<file path="config.mk">
export PLATFORM = sky130hd
export DESIGN_NAME = pdn_counter
export DESIGN_NICKNAME = d
export VERILOG_FILES = /design/src/rtl/pdn_pkg.sv /design/src/rtl/pdn_counter.sv
export SDC_FILE = /design/constraint.sdc
export NUM_CORES = 1
export LEC_CHECK = 0
export BUFFER_PORTS_ARGS = -buffer_cell sky130_fd_sc_hd__buf_2
export CAP_MARGIN = 20
export CORE_MARGIN = 3
export CORE_UTILIZATION = 35
export CTS_BUF_LIST = sky130_fd_sc_hd__clkbuf_16
export DETAILED_ROUTE_END_ITERATION = 10
export PLACE_DENSITY = 0.6
export SLEW_MARGIN = 5
export SYNTH_ARGS = -nofsm -noshare
export SYNTH_HDL_FRONTEND = slang
export SYNTH_SLANG_ARGS = --single-unit
export TNS_END_PERCENT = 10
</file>
<file path="constraint.sdc">
create_clock -name pclk -period 4.1 [get_ports pclk]
set_clock_uncertainty 0.1 [all_clocks]
set_input_delay 0 -clock pclk [delete_from_list [all_inputs] [get_ports pclk]]
set_output_delay 0 -clock pclk [all_outputs]
set_load 0.03 [all_outputs]
</file>
<file path="src/rtl/pdn_pkg.sv">
/*
  Package of the programmable divide-by-N counter: register map, field
  positions, reset values, first-section moduli and the counter state carrier.
  Assumes it is compiled before every other design file.
*/
package pdn_pkg;

  // ---------------------------------------------------------------------------
  // Register map
  // ---------------------------------------------------------------------------
  localparam logic [11:0] ADDR_CTRL   = 12'h000;
  localparam logic [11:0] ADDR_PRESET = 12'h004;
  localparam logic [11:0] ADDR_STATUS = 12'h008;

  localparam int CTRL_A_BIT     = 0;
  localparam int CTRL_B_BIT     = 1;
  localparam int CTRL_C_BIT     = 2;
  localparam int CTRL_LATCH_BIT = 3;
  localparam logic [3:0] CTRL_RESET   = 4'h0;
  localparam logic [15:0] PRESET_RESET = 16'h0000;

  localparam int STAT_FIRST_LSB = 0;
  localparam int STAT_DEC1_LSB  = 4;
  localparam int STAT_DEC2_LSB  = 8;
  localparam int STAT_DEC3_LSB  = 12;
  localparam int STAT_LAST_LSB  = 16;
  localparam int STAT_OUT_BIT   = 19;
  localparam int STAT_HOLD_BIT  = 20;
  localparam int STAT_ARM_BIT   = 21;

  // ---------------------------------------------------------------------------
  // Counter constants
  // ---------------------------------------------------------------------------
  localparam int PRESET_W = 16;
  localparam logic [3:0] DEC_TOP   = 4'h9;
  localparam logic [3:0] MOD2_TOP  = 4'h1;
  localparam logic [3:0] MOD4_TOP  = 4'h3;
  localparam logic [3:0] MOD5_TOP  = 4'h4;
  localparam logic [3:0] MOD8_TOP  = 4'h7;
  localparam logic [3:0] MOD10_TOP = 4'h9;
  localparam logic [3:0] EARLY_MAX = 4'h2;

  typedef enum logic [2:0] {
    PDN_DIV2,
    PDN_DIV4,
    PDN_DIV5,
    PDN_DIV8,
    PDN_DIV10,
    PDN_HOLD
  } pdn_mode_t;

  typedef struct packed {
    logic [2:0] last;
    logic [3:0] dec3;
    logic [3:0] dec2;
    logic [3:0] dec1;
    logic [3:0] first;
  } pdn_cnt_t;

endpackage : pdn_pkg

</file>
<file path="src/rtl/pdn_counter.sv">
/*
  Programmable divide-by-N down-counter with an APB register port.
  The counted clock arrives on a pin and is synchronised into pclk; all counter state
  advances on its synchronised rising edge, the APB registers and the output clear on latch release on pclk. Assumes pdn_pkg is compiled first.
*/
// The APB register port and the register addresses were decided locally.
// Behaviour
// - Divide incoming clock by N, 3 to 15999.
// - Load start value from sixteen preset lines.
// - Output event one input period, every N.
// - Mode inputs pick first and last moduli.
// - Low preset lines split first/last section.
// - Three decades preset from lines five-sixteen.
// - Each first-section cycle decrements upper count.
// - Decades accept presets up to fifteen.
// - Ratio is modulus times upper plus first.
// - Mode b,c low loads and holds.
// - Leaving hold starts countdown from preset.
// - First edge after hold only arms.
// - Hold within two clocks keeps due pulse.
// - Reload preset at every output pulse.
// - Latch high keeps output high after pulse.
// - Latch low gives one-period output pulse.
// - Standard maximum 9999 or 15999.
// - Out-of-range decades extend the maximum.
`timescale 1ns/1ps
module pdn_counter (
  input  wire logic        pclk,      // Bus and logic clock, 100 MHz.
  input  wire logic        presetn,   // Asynchronous reset, active low.
  input  wire logic        psel,      // APB select.
  input  wire logic        penable,   // APB access phase.
  input  wire logic        pwrite,    // APB direction, high for write.
  input  wire logic [11:0] paddr,     // APB byte address.
  input  wire logic [31:0] pwdata,    // APB write data.
  output logic             pready,    // APB ready.
  output logic      [31:0] prdata,    // APB read data.
  output logic             pslverr,   // APB error on unmapped address.
  input  wire logic        count_clk, // Clock to be divided, from a pin.
  output logic             div_out    // Divided output.
);

  // ---------------------------------------------------------------------------
  // Helper functions
  // ---------------------------------------------------------------------------
  function automatic pdn_pkg::pdn_mode_t mode_of(input logic [3:0] ctrl);
    logic a;
    logic b;
    logic c;
    a = ctrl[pdn_pkg::CTRL_A_BIT];
    b = ctrl[pdn_pkg::CTRL_B_BIT];
    c = ctrl[pdn_pkg::CTRL_C_BIT];
    if (!b && !c) begin
      mode_of = pdn_pkg::PDN_HOLD;
    end else if (b && c) begin
      mode_of = a ? pdn_pkg::PDN_DIV2 : pdn_pkg::PDN_DIV4;
    end else if (c) begin
      mode_of = a ? pdn_pkg::PDN_DIV5 : pdn_pkg::PDN_DIV8;
    end else begin
      mode_of = pdn_pkg::PDN_DIV10;
    end
  endfunction : mode_of

  function automatic logic [3:0] top_of(input pdn_pkg::pdn_mode_t m);
    unique case (m)
      pdn_pkg::PDN_DIV2:  top_of = pdn_pkg::MOD2_TOP;
      pdn_pkg::PDN_DIV4:  top_of = pdn_pkg::MOD4_TOP;
      pdn_pkg::PDN_DIV5:  top_of = pdn_pkg::MOD5_TOP;
      pdn_pkg::PDN_DIV8:  top_of = pdn_pkg::MOD8_TOP;
      default:            top_of = pdn_pkg::MOD10_TOP;
    endcase
  endfunction : top_of

  // Splits the preset lines into sections for a mode.
  function automatic pdn_pkg::pdn_cnt_t split_of(input logic [15:0] jam,
                                                 input pdn_pkg::pdn_mode_t m);
    pdn_pkg::pdn_cnt_t s;
    s      = '0;
    s.dec1 = jam[7:4];
    s.dec2 = jam[11:8];
    s.dec3 = jam[15:12];
    unique case (m)
      pdn_pkg::PDN_DIV2: begin
        s.first = {3'h0, jam[0]};
        s.last  = jam[3:1];
      end
      pdn_pkg::PDN_DIV4: begin
        s.first = {2'h0, jam[1:0]};
        s.last  = {1'h0, jam[3:2]};
      end
      pdn_pkg::PDN_DIV5, pdn_pkg::PDN_DIV8: begin
        s.first = {1'h0, jam[2:0]};
        s.last  = {2'h0, jam[3]};
      end
      default: begin
        s.first = jam[3:0];
        s.last  = 3'h0;
      end
    endcase
    split_of = s;
  endfunction : split_of

  // ---------------------------------------------------------------------------
  // Input synchroniser for the counted clock
  // ---------------------------------------------------------------------------
  logic [2:0] sync_q;
  logic       lvl_q;
  logic       lvl_d;
  logic       tick;

  always_comb begin
    lvl_d = lvl_q;
    if (sync_q[1] == sync_q[2]) begin
      lvl_d = sync_q[2];
    end
  end

  assign tick = lvl_d && !lvl_q;

  always_ff @(posedge pclk or negedge presetn) begin
    if (!presetn) begin
      sync_q <= 3'h0;
      lvl_q  <= 1'b0;
    end else begin
      sync_q <= {sync_q[1:0], count_clk};
      lvl_q  <= lvl_d;
    end
  end

  // ---------------------------------------------------------------------------
  // APB slave
  // ---------------------------------------------------------------------------
  logic [3:0]  ctrl_q;
  logic [3:0]  ctrl_d;
  logic [15:0] jam_q;
  logic [15:0] jam_d;
  logic        pready_q;
  logic        pready_d;
  logic [31:0] prdata_q;
  logic [31:0] prdata_d;
  logic        pslverr_q;
  logic        pslverr_d;
  logic [31:0] status;
  logic        acc;
  logic        mapped;

  pdn_pkg::pdn_cnt_t cnt_q;
  pdn_pkg::pdn_cnt_t cnt_d;
  logic              arm_q;
  logic              arm_d;
  logic              out_q;
  logic              out_d;

  always_comb begin
    status = '0;
    status[pdn_pkg::STAT_FIRST_LSB +: 4] = cnt_q.first;
    status[pdn_pkg::STAT_DEC1_LSB +: 4]  = cnt_q.dec1;
    status[pdn_pkg::STAT_DEC2_LSB +: 4]  = cnt_q.dec2;
    status[pdn_pkg::STAT_DEC3_LSB +: 4]  = cnt_q.dec3;
    status[pdn_pkg::STAT_LAST_LSB +: 3]  = cnt_q.last;
    status[pdn_pkg::STAT_OUT_BIT]        = out_q;
    status[pdn_pkg::STAT_HOLD_BIT]       = (mode_of(ctrl_q) == pdn_pkg::PDN_HOLD);
    status[pdn_pkg::STAT_ARM_BIT]        = arm_q;
  end

  assign acc    = psel && penable && !pready_q;
  assign mapped = (paddr == pdn_pkg::ADDR_CTRL) || (paddr == pdn_pkg::ADDR_PRESET) ||
                  (paddr == pdn_pkg::ADDR_STATUS);

  always_comb begin
    ctrl_d    = ctrl_q;
    jam_d     = jam_q;
    pready_d  = acc;
    prdata_d  = '0;
    pslverr_d = 1'b0;
    if (acc) begin
      pslverr_d = !mapped;
      if (!pwrite) begin
        unique case (paddr)
          pdn_pkg::ADDR_CTRL:   prdata_d = {28'h0, ctrl_q};
          pdn_pkg::ADDR_PRESET: prdata_d = {16'h0, jam_q};
          pdn_pkg::ADDR_STATUS: prdata_d = status;
          default:              prdata_d = '0;
        endcase
      end
    end
    if (psel && penable && pready_q && pwrite && !pslverr_q) begin
      if (paddr == pdn_pkg::ADDR_CTRL) begin
        ctrl_d = pwdata[3:0];
      end
      if (paddr == pdn_pkg::ADDR_PRESET) begin
        jam_d = pwdata[pdn_pkg::PRESET_W-1:0];
      end
    end
  end

  always_ff @(posedge pclk or negedge presetn) begin
    if (!presetn) begin
      ctrl_q    <= pdn_pkg::CTRL_RESET;
      jam_q     <= pdn_pkg::PRESET_RESET;
      pready_q  <= 1'b0;
      prdata_q  <= '0;
      pslverr_q <= 1'b0;
    end else begin
      ctrl_q    <= ctrl_d;
      jam_q     <= jam_d;
      pready_q  <= pready_d;
      prdata_q  <= prdata_d;
      pslverr_q <= pslverr_d;
    end
  end

  assign pready  = pready_q;
  assign prdata  = prdata_q;
  assign pslverr = pslverr_q;

  // ---------------------------------------------------------------------------
  // Counting sections
  // ---------------------------------------------------------------------------
  pdn_pkg::pdn_mode_t mode;
  pdn_pkg::pdn_cnt_t  load_val;
  logic               latch;
  logic               latch_q;
  logic               hold;
  logic               upper_zero;
  logic               term;
  logic               pulse;
  logic [3:0]         pend_q;
  logic [3:0]         pend_d;
  logic [3:0]         early;

  assign mode       = mode_of(ctrl_q);
  assign hold       = (mode == pdn_pkg::PDN_HOLD);
  assign latch      = ctrl_q[pdn_pkg::CTRL_LATCH_BIT];
  assign load_val   = split_of(jam_q, mode);
  assign upper_zero = (cnt_q.last == 3'h0) && (cnt_q.dec3 == 4'h0) &&
                      (cnt_q.dec2 == 4'h0) && (cnt_q.dec1 == 4'h0);
  assign term       = upper_zero && (cnt_q.first <= 4'h1);

  always_comb begin
    cnt_d  = cnt_q;
    arm_d  = arm_q;
    pend_d = pend_q;
    pulse  = 1'b0;
    early  = '0;
    if (tick) begin
      if (hold) begin
        // A pulse due within two counts still comes out on time.
        early = arm_q ? pend_q : ((upper_zero && cnt_q.first <= pdn_pkg::EARLY_MAX) ?
                                  cnt_q.first : 4'h0);
        pulse  = (early == 4'h1);
        pend_d = (early != 4'h0) ? early - 4'h1 : 4'h0;
        cnt_d  = load_val;
        arm_d  = 1'b1;
      end else if (arm_q) begin
        cnt_d  = load_val;
        arm_d  = 1'b0;
        pend_d = 4'h0;
      end else if (term) begin
        pulse = 1'b1;
        cnt_d = load_val;
      end else if (cnt_q.first == 4'h0) begin
        cnt_d.first = top_of(mode);
        if (cnt_q.dec1 != 4'h0) begin
          cnt_d.dec1 = cnt_q.dec1 - 4'h1;
        end else begin
          cnt_d.dec1 = pdn_pkg::DEC_TOP;
          if (cnt_q.dec2 != 4'h0) begin
            cnt_d.dec2 = cnt_q.dec2 - 4'h1;
          end else begin
            cnt_d.dec2 = pdn_pkg::DEC_TOP;
            if (cnt_q.dec3 != 4'h0) begin
              cnt_d.dec3 = cnt_q.dec3 - 4'h1;
            end else begin
              cnt_d.dec3 = pdn_pkg::DEC_TOP;
              cnt_d.last = cnt_q.last - 3'h1;
            end
          end
        end
      end else begin
        cnt_d.first = cnt_q.first - 4'h1;
      end
    end
  end

  always_comb begin
    if (latch) begin
      out_d = out_q || pulse;
    end else if (tick) begin
      out_d = pulse;
    end else begin
      out_d = out_q && !latch_q;
    end
  end

  always_ff @(posedge pclk or negedge presetn) begin
    if (!presetn) begin
      cnt_q   <= '0;
      arm_q   <= 1'b1;
      pend_q  <= 4'h0;
      out_q   <= 1'b0;
      latch_q <= 1'b0;
    end else begin
      cnt_q   <= cnt_d;
      arm_q   <= arm_d;
      pend_q  <= pend_d;
      out_q   <= out_d;
      latch_q <= latch;
    end
  end

  assign div_out = out_q;
endmodule : pdn_counter

</file>
==> impl_metrics.toml, run 1 <==
[global_route]
grt_usage_pct = 14.7
antenna_found_initial = 0
grt_first_pass_wirelength_um = 15000
grt_overflow = 0
grt_max_degree = 41
grt_pass1_vias = 3073

[drt]
routed_wirelength_um = 8890
ant_nets = 0
wl_per_cell_um = 15.3
drt-vias-per-instance = 5.26
drt-initial-drc-count = 153
route.detailed.drc = 0
via_count = 3062
firstDrtPassIters = 4

[yosys]
synthArstFlopShare_pct = 100
synth-main-ff-cell = "dfrtp_1"
yosys_warnings = 0
synth_cells = 370
ys_types = 59
syn_area_per_cell_um2 = 10.3
ys_seq_area_share_pct = 48.5
synth-seq-cells = 74
synth_area_um2 = 3820
synth_edf_count = 0

[clock_tree]
clock-root-buffer = "clkbuf_16"
cts_setup_buffers = 0
ctsHtreeMaxLevel = 3
clock_sinks = 74
cts_buffers = 9
clk_pin_slew_ps = 60
clock_latency_ps = 340
cts_tree = "yes"
cts_resized = 0
clk_path_buf_depth = 2

[critical_path]
cp.arrival_ps = 2890
slowest_stage = "and3_1"
worstPathMaxFanout = 11
cp-start-kind = "register"
r2r_slack_ps = 1380
reg2regPathDepth = 7
path_delay_family = "simple AND/OR/NAND/NOR gates"
slowest_delay_ps = 480
path_buf_inv = 0
crit_type = "register to register"
endpoint_kind = "register"
crit_required_ps = 4270
path_cells = "nor4_2 -> and3_1 -> nand4_1 -> a21boi_0 -> ha_1 -> a211oi_1 -> a32o_1"
path_depth = 7

[cells_and_area]
seq_area_um2 = 1850
fillers = 1031
final_nets = 499
drive_gt1_share_pct = 24.2
area_delta_synth_final_pct = 23.4
multi_input_area_um2 = 1770
num_antenna_cells = 0

[outcome]
status = "completed"

[floorplan]
start_util_pct = 36.5
core-area_um2 = 10500
ios = 85
rows = 37
dieArea_um2 = 12200
dieWidth_um = 110
die_y_um = 110

[pwr]
power_leakage_nw = 2.21
finalPower_w = 0.00194
p_int_w = 0.00146
sequentialPowerShare_pct = 41.9
pwr-share-clk_pct = 45.8
peakVddDrop_mv = 0.212
power_density_nw_per_um2 = 411
p_switching_w = 0.000484
power.share.combinational_pct = 12.3
swShare_pct = 24.9

[placement]
place_hpwl_um = 6140
portBuffers = 58
gp_congestion = 0.789

[timing]
hold_violations = 0
rsz0062_at_grt = "no"
holdWs_ps = 7.87
finalSetupTns_ps = 0
setup_viol = 0
finalCritPeriodShare_pct = 66.4
worst_slew_pin_slew_ps = 900
drv_slew = 0
relSlewSlack_pct = 39.9
min_period_ps = 2720
max_freq_mhz = 367

[min_path]
hold_depth = 3
hold_class = "input pin to register"

[job]
maxCapViolations = 0
## routing by layer
| metal | global-route usage [%] | wire (um) |
|---|---|---|
| met1 | 19.1 | 3990 |
| met2 | 24.3 | 4360 |
| met3 | 4.22 | 467 |
| met4 | 3.86 | 70 |
| met5 | 0 | 0 |
## through the flow
stage,area [um^2],util [%],instances,worst slack [ps]
2_1_floorplan,3850,-,379,1740
3_3_place_gp,4160,39.7,545,1470
3_5_place_dp,4170,39.8,546,1430
4_1_cts,4710,45.0,582,1420
5_1_grt,4710,45.0,582,1140
6_report,4710,45.0,582,1380
## repair_timing
action / in CTS / in global routing
setup endpoints to repair: 0 / 0
hold endpoints to repair: 60 / 0
hold buffers: 21 / 0
## final timing paths
kind / from / endpoint
setup / recovery: cnt_q[4] / pend_q[3]
hold / removal: pwrite / prdata[18]
setup reg to reg: cnt_q[4] / pend_q[3]
hold reg to reg: sync_q[0] / sync_q[1]
max in group asynchronous: presetn / prdata[21]
min in group asynchronous: presetn / jam_q[8]
## cell usage after synthesis (12+ instances only)
cell type  number  area [um^2]
mux2i_1        12          120
mux2_2         19          214
buf_4          12         90.1
clkbuf_1       15         56.3
a22oi_1        12         90.1
dfrtp_1        73         1830
nor2_1         44          165
nand2_1        15         56.3
a21oi_1        17         85.1
o21ai_0        19         95.1
inv_1          12         45.0
## state kept, by name, summed over array words and instances, names as in the netlist, 3 cells and up
register,cells
pend_q,4
jam_q,16
ctrl_q,4
prdata,22
sync_q,3
cnt_q,19
## power groups by stage
stage          combinational (W)  clock, W  sequential, W
3_3_place_gp            0.000217         0       0.000821
6_report                0.000239  0.000888       0.000812
2_1_floorplan           0.000169         0       0.000811
4_1_cts                 0.000241  0.000905       0.000811
3_5_place_dp            0.000224         0       0.000824
5_1_grt                 0.000270  0.000934       0.000819
## cells in the final DEF (no fill, tap or decap), types with 10 or more instances in the layout
cell,Yosys,layout
dfrtp_1,73,73
buf_2,3,58
nor2_1,44,44
dlygate4sd3_1,0,21
o21ai_0,19,19
mux2_2,19,19
a21oi_1,17,17
nand2_1,15,15
inv_1,12,13
a22oi_1,12,12
mux2i_1,12,12
conb_1,1,10
## worst min-delay path, delay by kind of cell
kind | cells | cell delay, ps
buffers and inverters | 1 | 90
and+or+nand+nor | 2 | 310
## kinds of logic (layout without fill, tap and decap cells)
family / count (synthesis) / count (layout) / synth area share [%]
compound gates: 99 / 99 / 18.1
fa+ha+maj: 8 / 8 / 2.56
buf+inv: 44 / 111 / 6.00
flops: 74 / 74 / 48.5
mux: 31 / 31 / 8.75
other cells: 1 / 10 / 0.0982
simple gates: 113 / 113 / 16.0
## area by class of cell
class	instances	share of cell area [%]
clock buffer	9	4.78
clock inverter	6	2.28
inverter	12	0.956
multi-input combinational	261	37.5
sequential	74	39.3
tap	136	3.61
timing repair buffer	84	11.5
Power figures use the tool's default switching activity.
==> run 2: changes to the inputs <==
PLACE_DENSITY = 0.62   (was 0.6)
clock period = 2.4 ns   (was 4.1 ns; I/O delays follow)
==> run 2 against run 1 <==
Against the previous run: routed wire length increased by 8.6%; maximum frequency is 17% higher; cell count rose by 6.2%; clock-buffer cell count unchanged; design area increased by 7.0%; core utilization is 3.2 points higher; non-clock buffer count increased by 35; register-to-register slack worse by 1300 ps.
==> impl_metrics.toml, run 2 (synthesis gave the netlist of run 1 again) <==
[placement]
portBuffers = 58
gp_congestion = 0.827
dp_cells = 578
place_hpwl_um = 6590
place_ws_ps = -49.2

[cells_and_area]
multi_input_area_um2 = 1840
num_antenna_cells = 0
area_delta_synth_final_pct = 32.1
fillers = 970
final_cell_mix = "dfrtp_1 (73), buf_2 (57), nor2_1 (43), buf_4 (40), dlygate4sd3_1 (21)"
final_nets = 535
largest_reg_flops = 22
fin_cells = 618
seq_area_um2 = 1850
drive_gt1_share_pct = 31.5
layout_commonest_cell = "dfrtp_1"

[clock_tree]
clock-root-buffer = "clkbuf_16"
clock_sinks = 74
clock_latency_ps = 330
clk_pin_slew_ps = 60
cts_buffers = 9
cts_tree = "yes"
clk_path_buf_depth = 2
ctsHtreeMaxLevel = 3

[floorplan]
start_util_pct = 36.5
ios = 85
die_y_um = 110
dieArea_um2 = 12200
core-area_um2 = 10500
dieWidth_um = 110
rows = 37

[critical_path]
worstPathMaxFanout = 9
path_cells = "inv_2 -> ha_1 -> or4b_4 -> buf_4 -> nor2_8 -> buf_6 -> a211oi_1 -> a2111o_1 -> o2bb2ai_1"
slowest_delay_ps = 470
slowest_stage = "or4b_4"
cp.arrival_ps = 2440
r2r_slack_ps = 70
crit_required_ps = 2510
cp-start-kind = "register"
endpoint_kind = "register"
crit_type = "register to register"

[timing]
finalCritPeriodShare_pct = 97.0
rsz0062_at_grt = "yes"
hold_violations = 0
max_freq_mhz = 430
setup_viol = 0
relSlewSlack_pct = 38.1
holdWs_ps = 68.7
worst_slack_ps = 73.0
drv_slew = 0
worst_slew_pin_slew_ps = 929
min_period_ps = 2330

[global_route]
grt_max_degree = 75
grt_first_pass_wirelength_um = 16400
grt_pass1_vias = 3298
grt_overflow = 0
antenna_found_initial = 0
grt_usage_pct = 16.2

[drt]
routed_wirelength_um = 9650
route.detailed.drc = 0
ant_nets = 0
drt-initial-drc-count = 141
firstDrtPassIters = 4
wl_per_cell_um = 15.6
drt-vias-per-instance = 5.22
via_count = 3226

[pwr]
power_leakage_nw = 2.41
power_density_nw_per_um2 = 678
peakVddDrop_mv = 0.339

[job]
maxCapViolations = 0

[min_path]
hold_class = "input pin to register"

[outcome]
status = "completed"
-- run 2: cell type report --
type | instances | share of cell area, %
Clock buffer | 9 | 4.47
Clock inverter | 6 | 2.13
Inverter | 12 | 0.893
Timing Repair Buffer | 119 | 16.0
Multi-Input combinational cell | 262 | 36.4
Tap cell | 136 | 3.37
Sequential cell | 74 | 36.7
-- run 2: metal layers --
| layer | global-route usage (%) | up-vias | wire (um) |
|---|---|---|---|
| met4 | 5.01 | 0 | 184 |
| met3 | 4.11 | 19 | 530 |
| li1 | - | 1555 | - |
| met5 | 0 | - | 0 |
| met1 | 21.6 | 1561 | 4390 |
| met2 | 25.9 | 91 | 4550 |
-- run 2: metrics by stage --
step                      setup TNS, ps  util (%)  instance area, um^2  total power, W
after floorplan                       0         -                 3850         0.00168
after CTS                             0      47.5                 4970         0.00341
after global placement                0      42.1                 4410         0.00184
after global routing              -4.36      48.2                 5040         0.00357
final                                 0      48.2                 5040         0.00342
after detailed placement          -49.2      42.1                 4410         0.00185
-- run 2: what timing repair did --
| action | in CTS | in global routing |
|---|---|---|
| hold endpoints to repair | 100 | 0 |
| gates cloned | 0 | 1 |
| hold buffers | 21 | 0 |
| setup endpoints to repair | 3 | 15 |
| gates resized for setup | 3 | 12 |
| buffers inserted | 0 | 3 |
| pin swaps | 1 | 5 |
-- run 2: path summary, 6_finish.rpt --
check | from | endpoint | cells past startpoint
max in group asynchronous | presetn | jam_q[12] | 2
setup / recovery | cnt_q[17] | cnt_q[9] | 9
min in group asynchronous | presetn | prdata[10] | 2
hold reg to reg | sync_q[0] | sync_q[1] | 0
hold / removal | pwrite | prdata[20] | 4
setup reg to reg | cnt_q[17] | cnt_q[9] | 9
-- run 2: report_power, final --
part / internal (W) / switching (W) / total [W]
registers: 0.00131 / 0.0000684 / 0.00138
clock network: 0.00101 / 0.000506 / 0.00151
logic: 0.000245 / 0.000284 / 0.000529
total: 0.00256 / 0.000859 / 0.00342
-- run 2: worst max-delay path, delay by kind of cell (launching register included) --
family	cells	cell delay, ps
AO/OA/AOI/OAI	3	600
AND/OR/NAND/NOR	2	590
buffers and inverters	3	390
flip-flops	1	400
adder cells (fa/ha/maj)	1	140
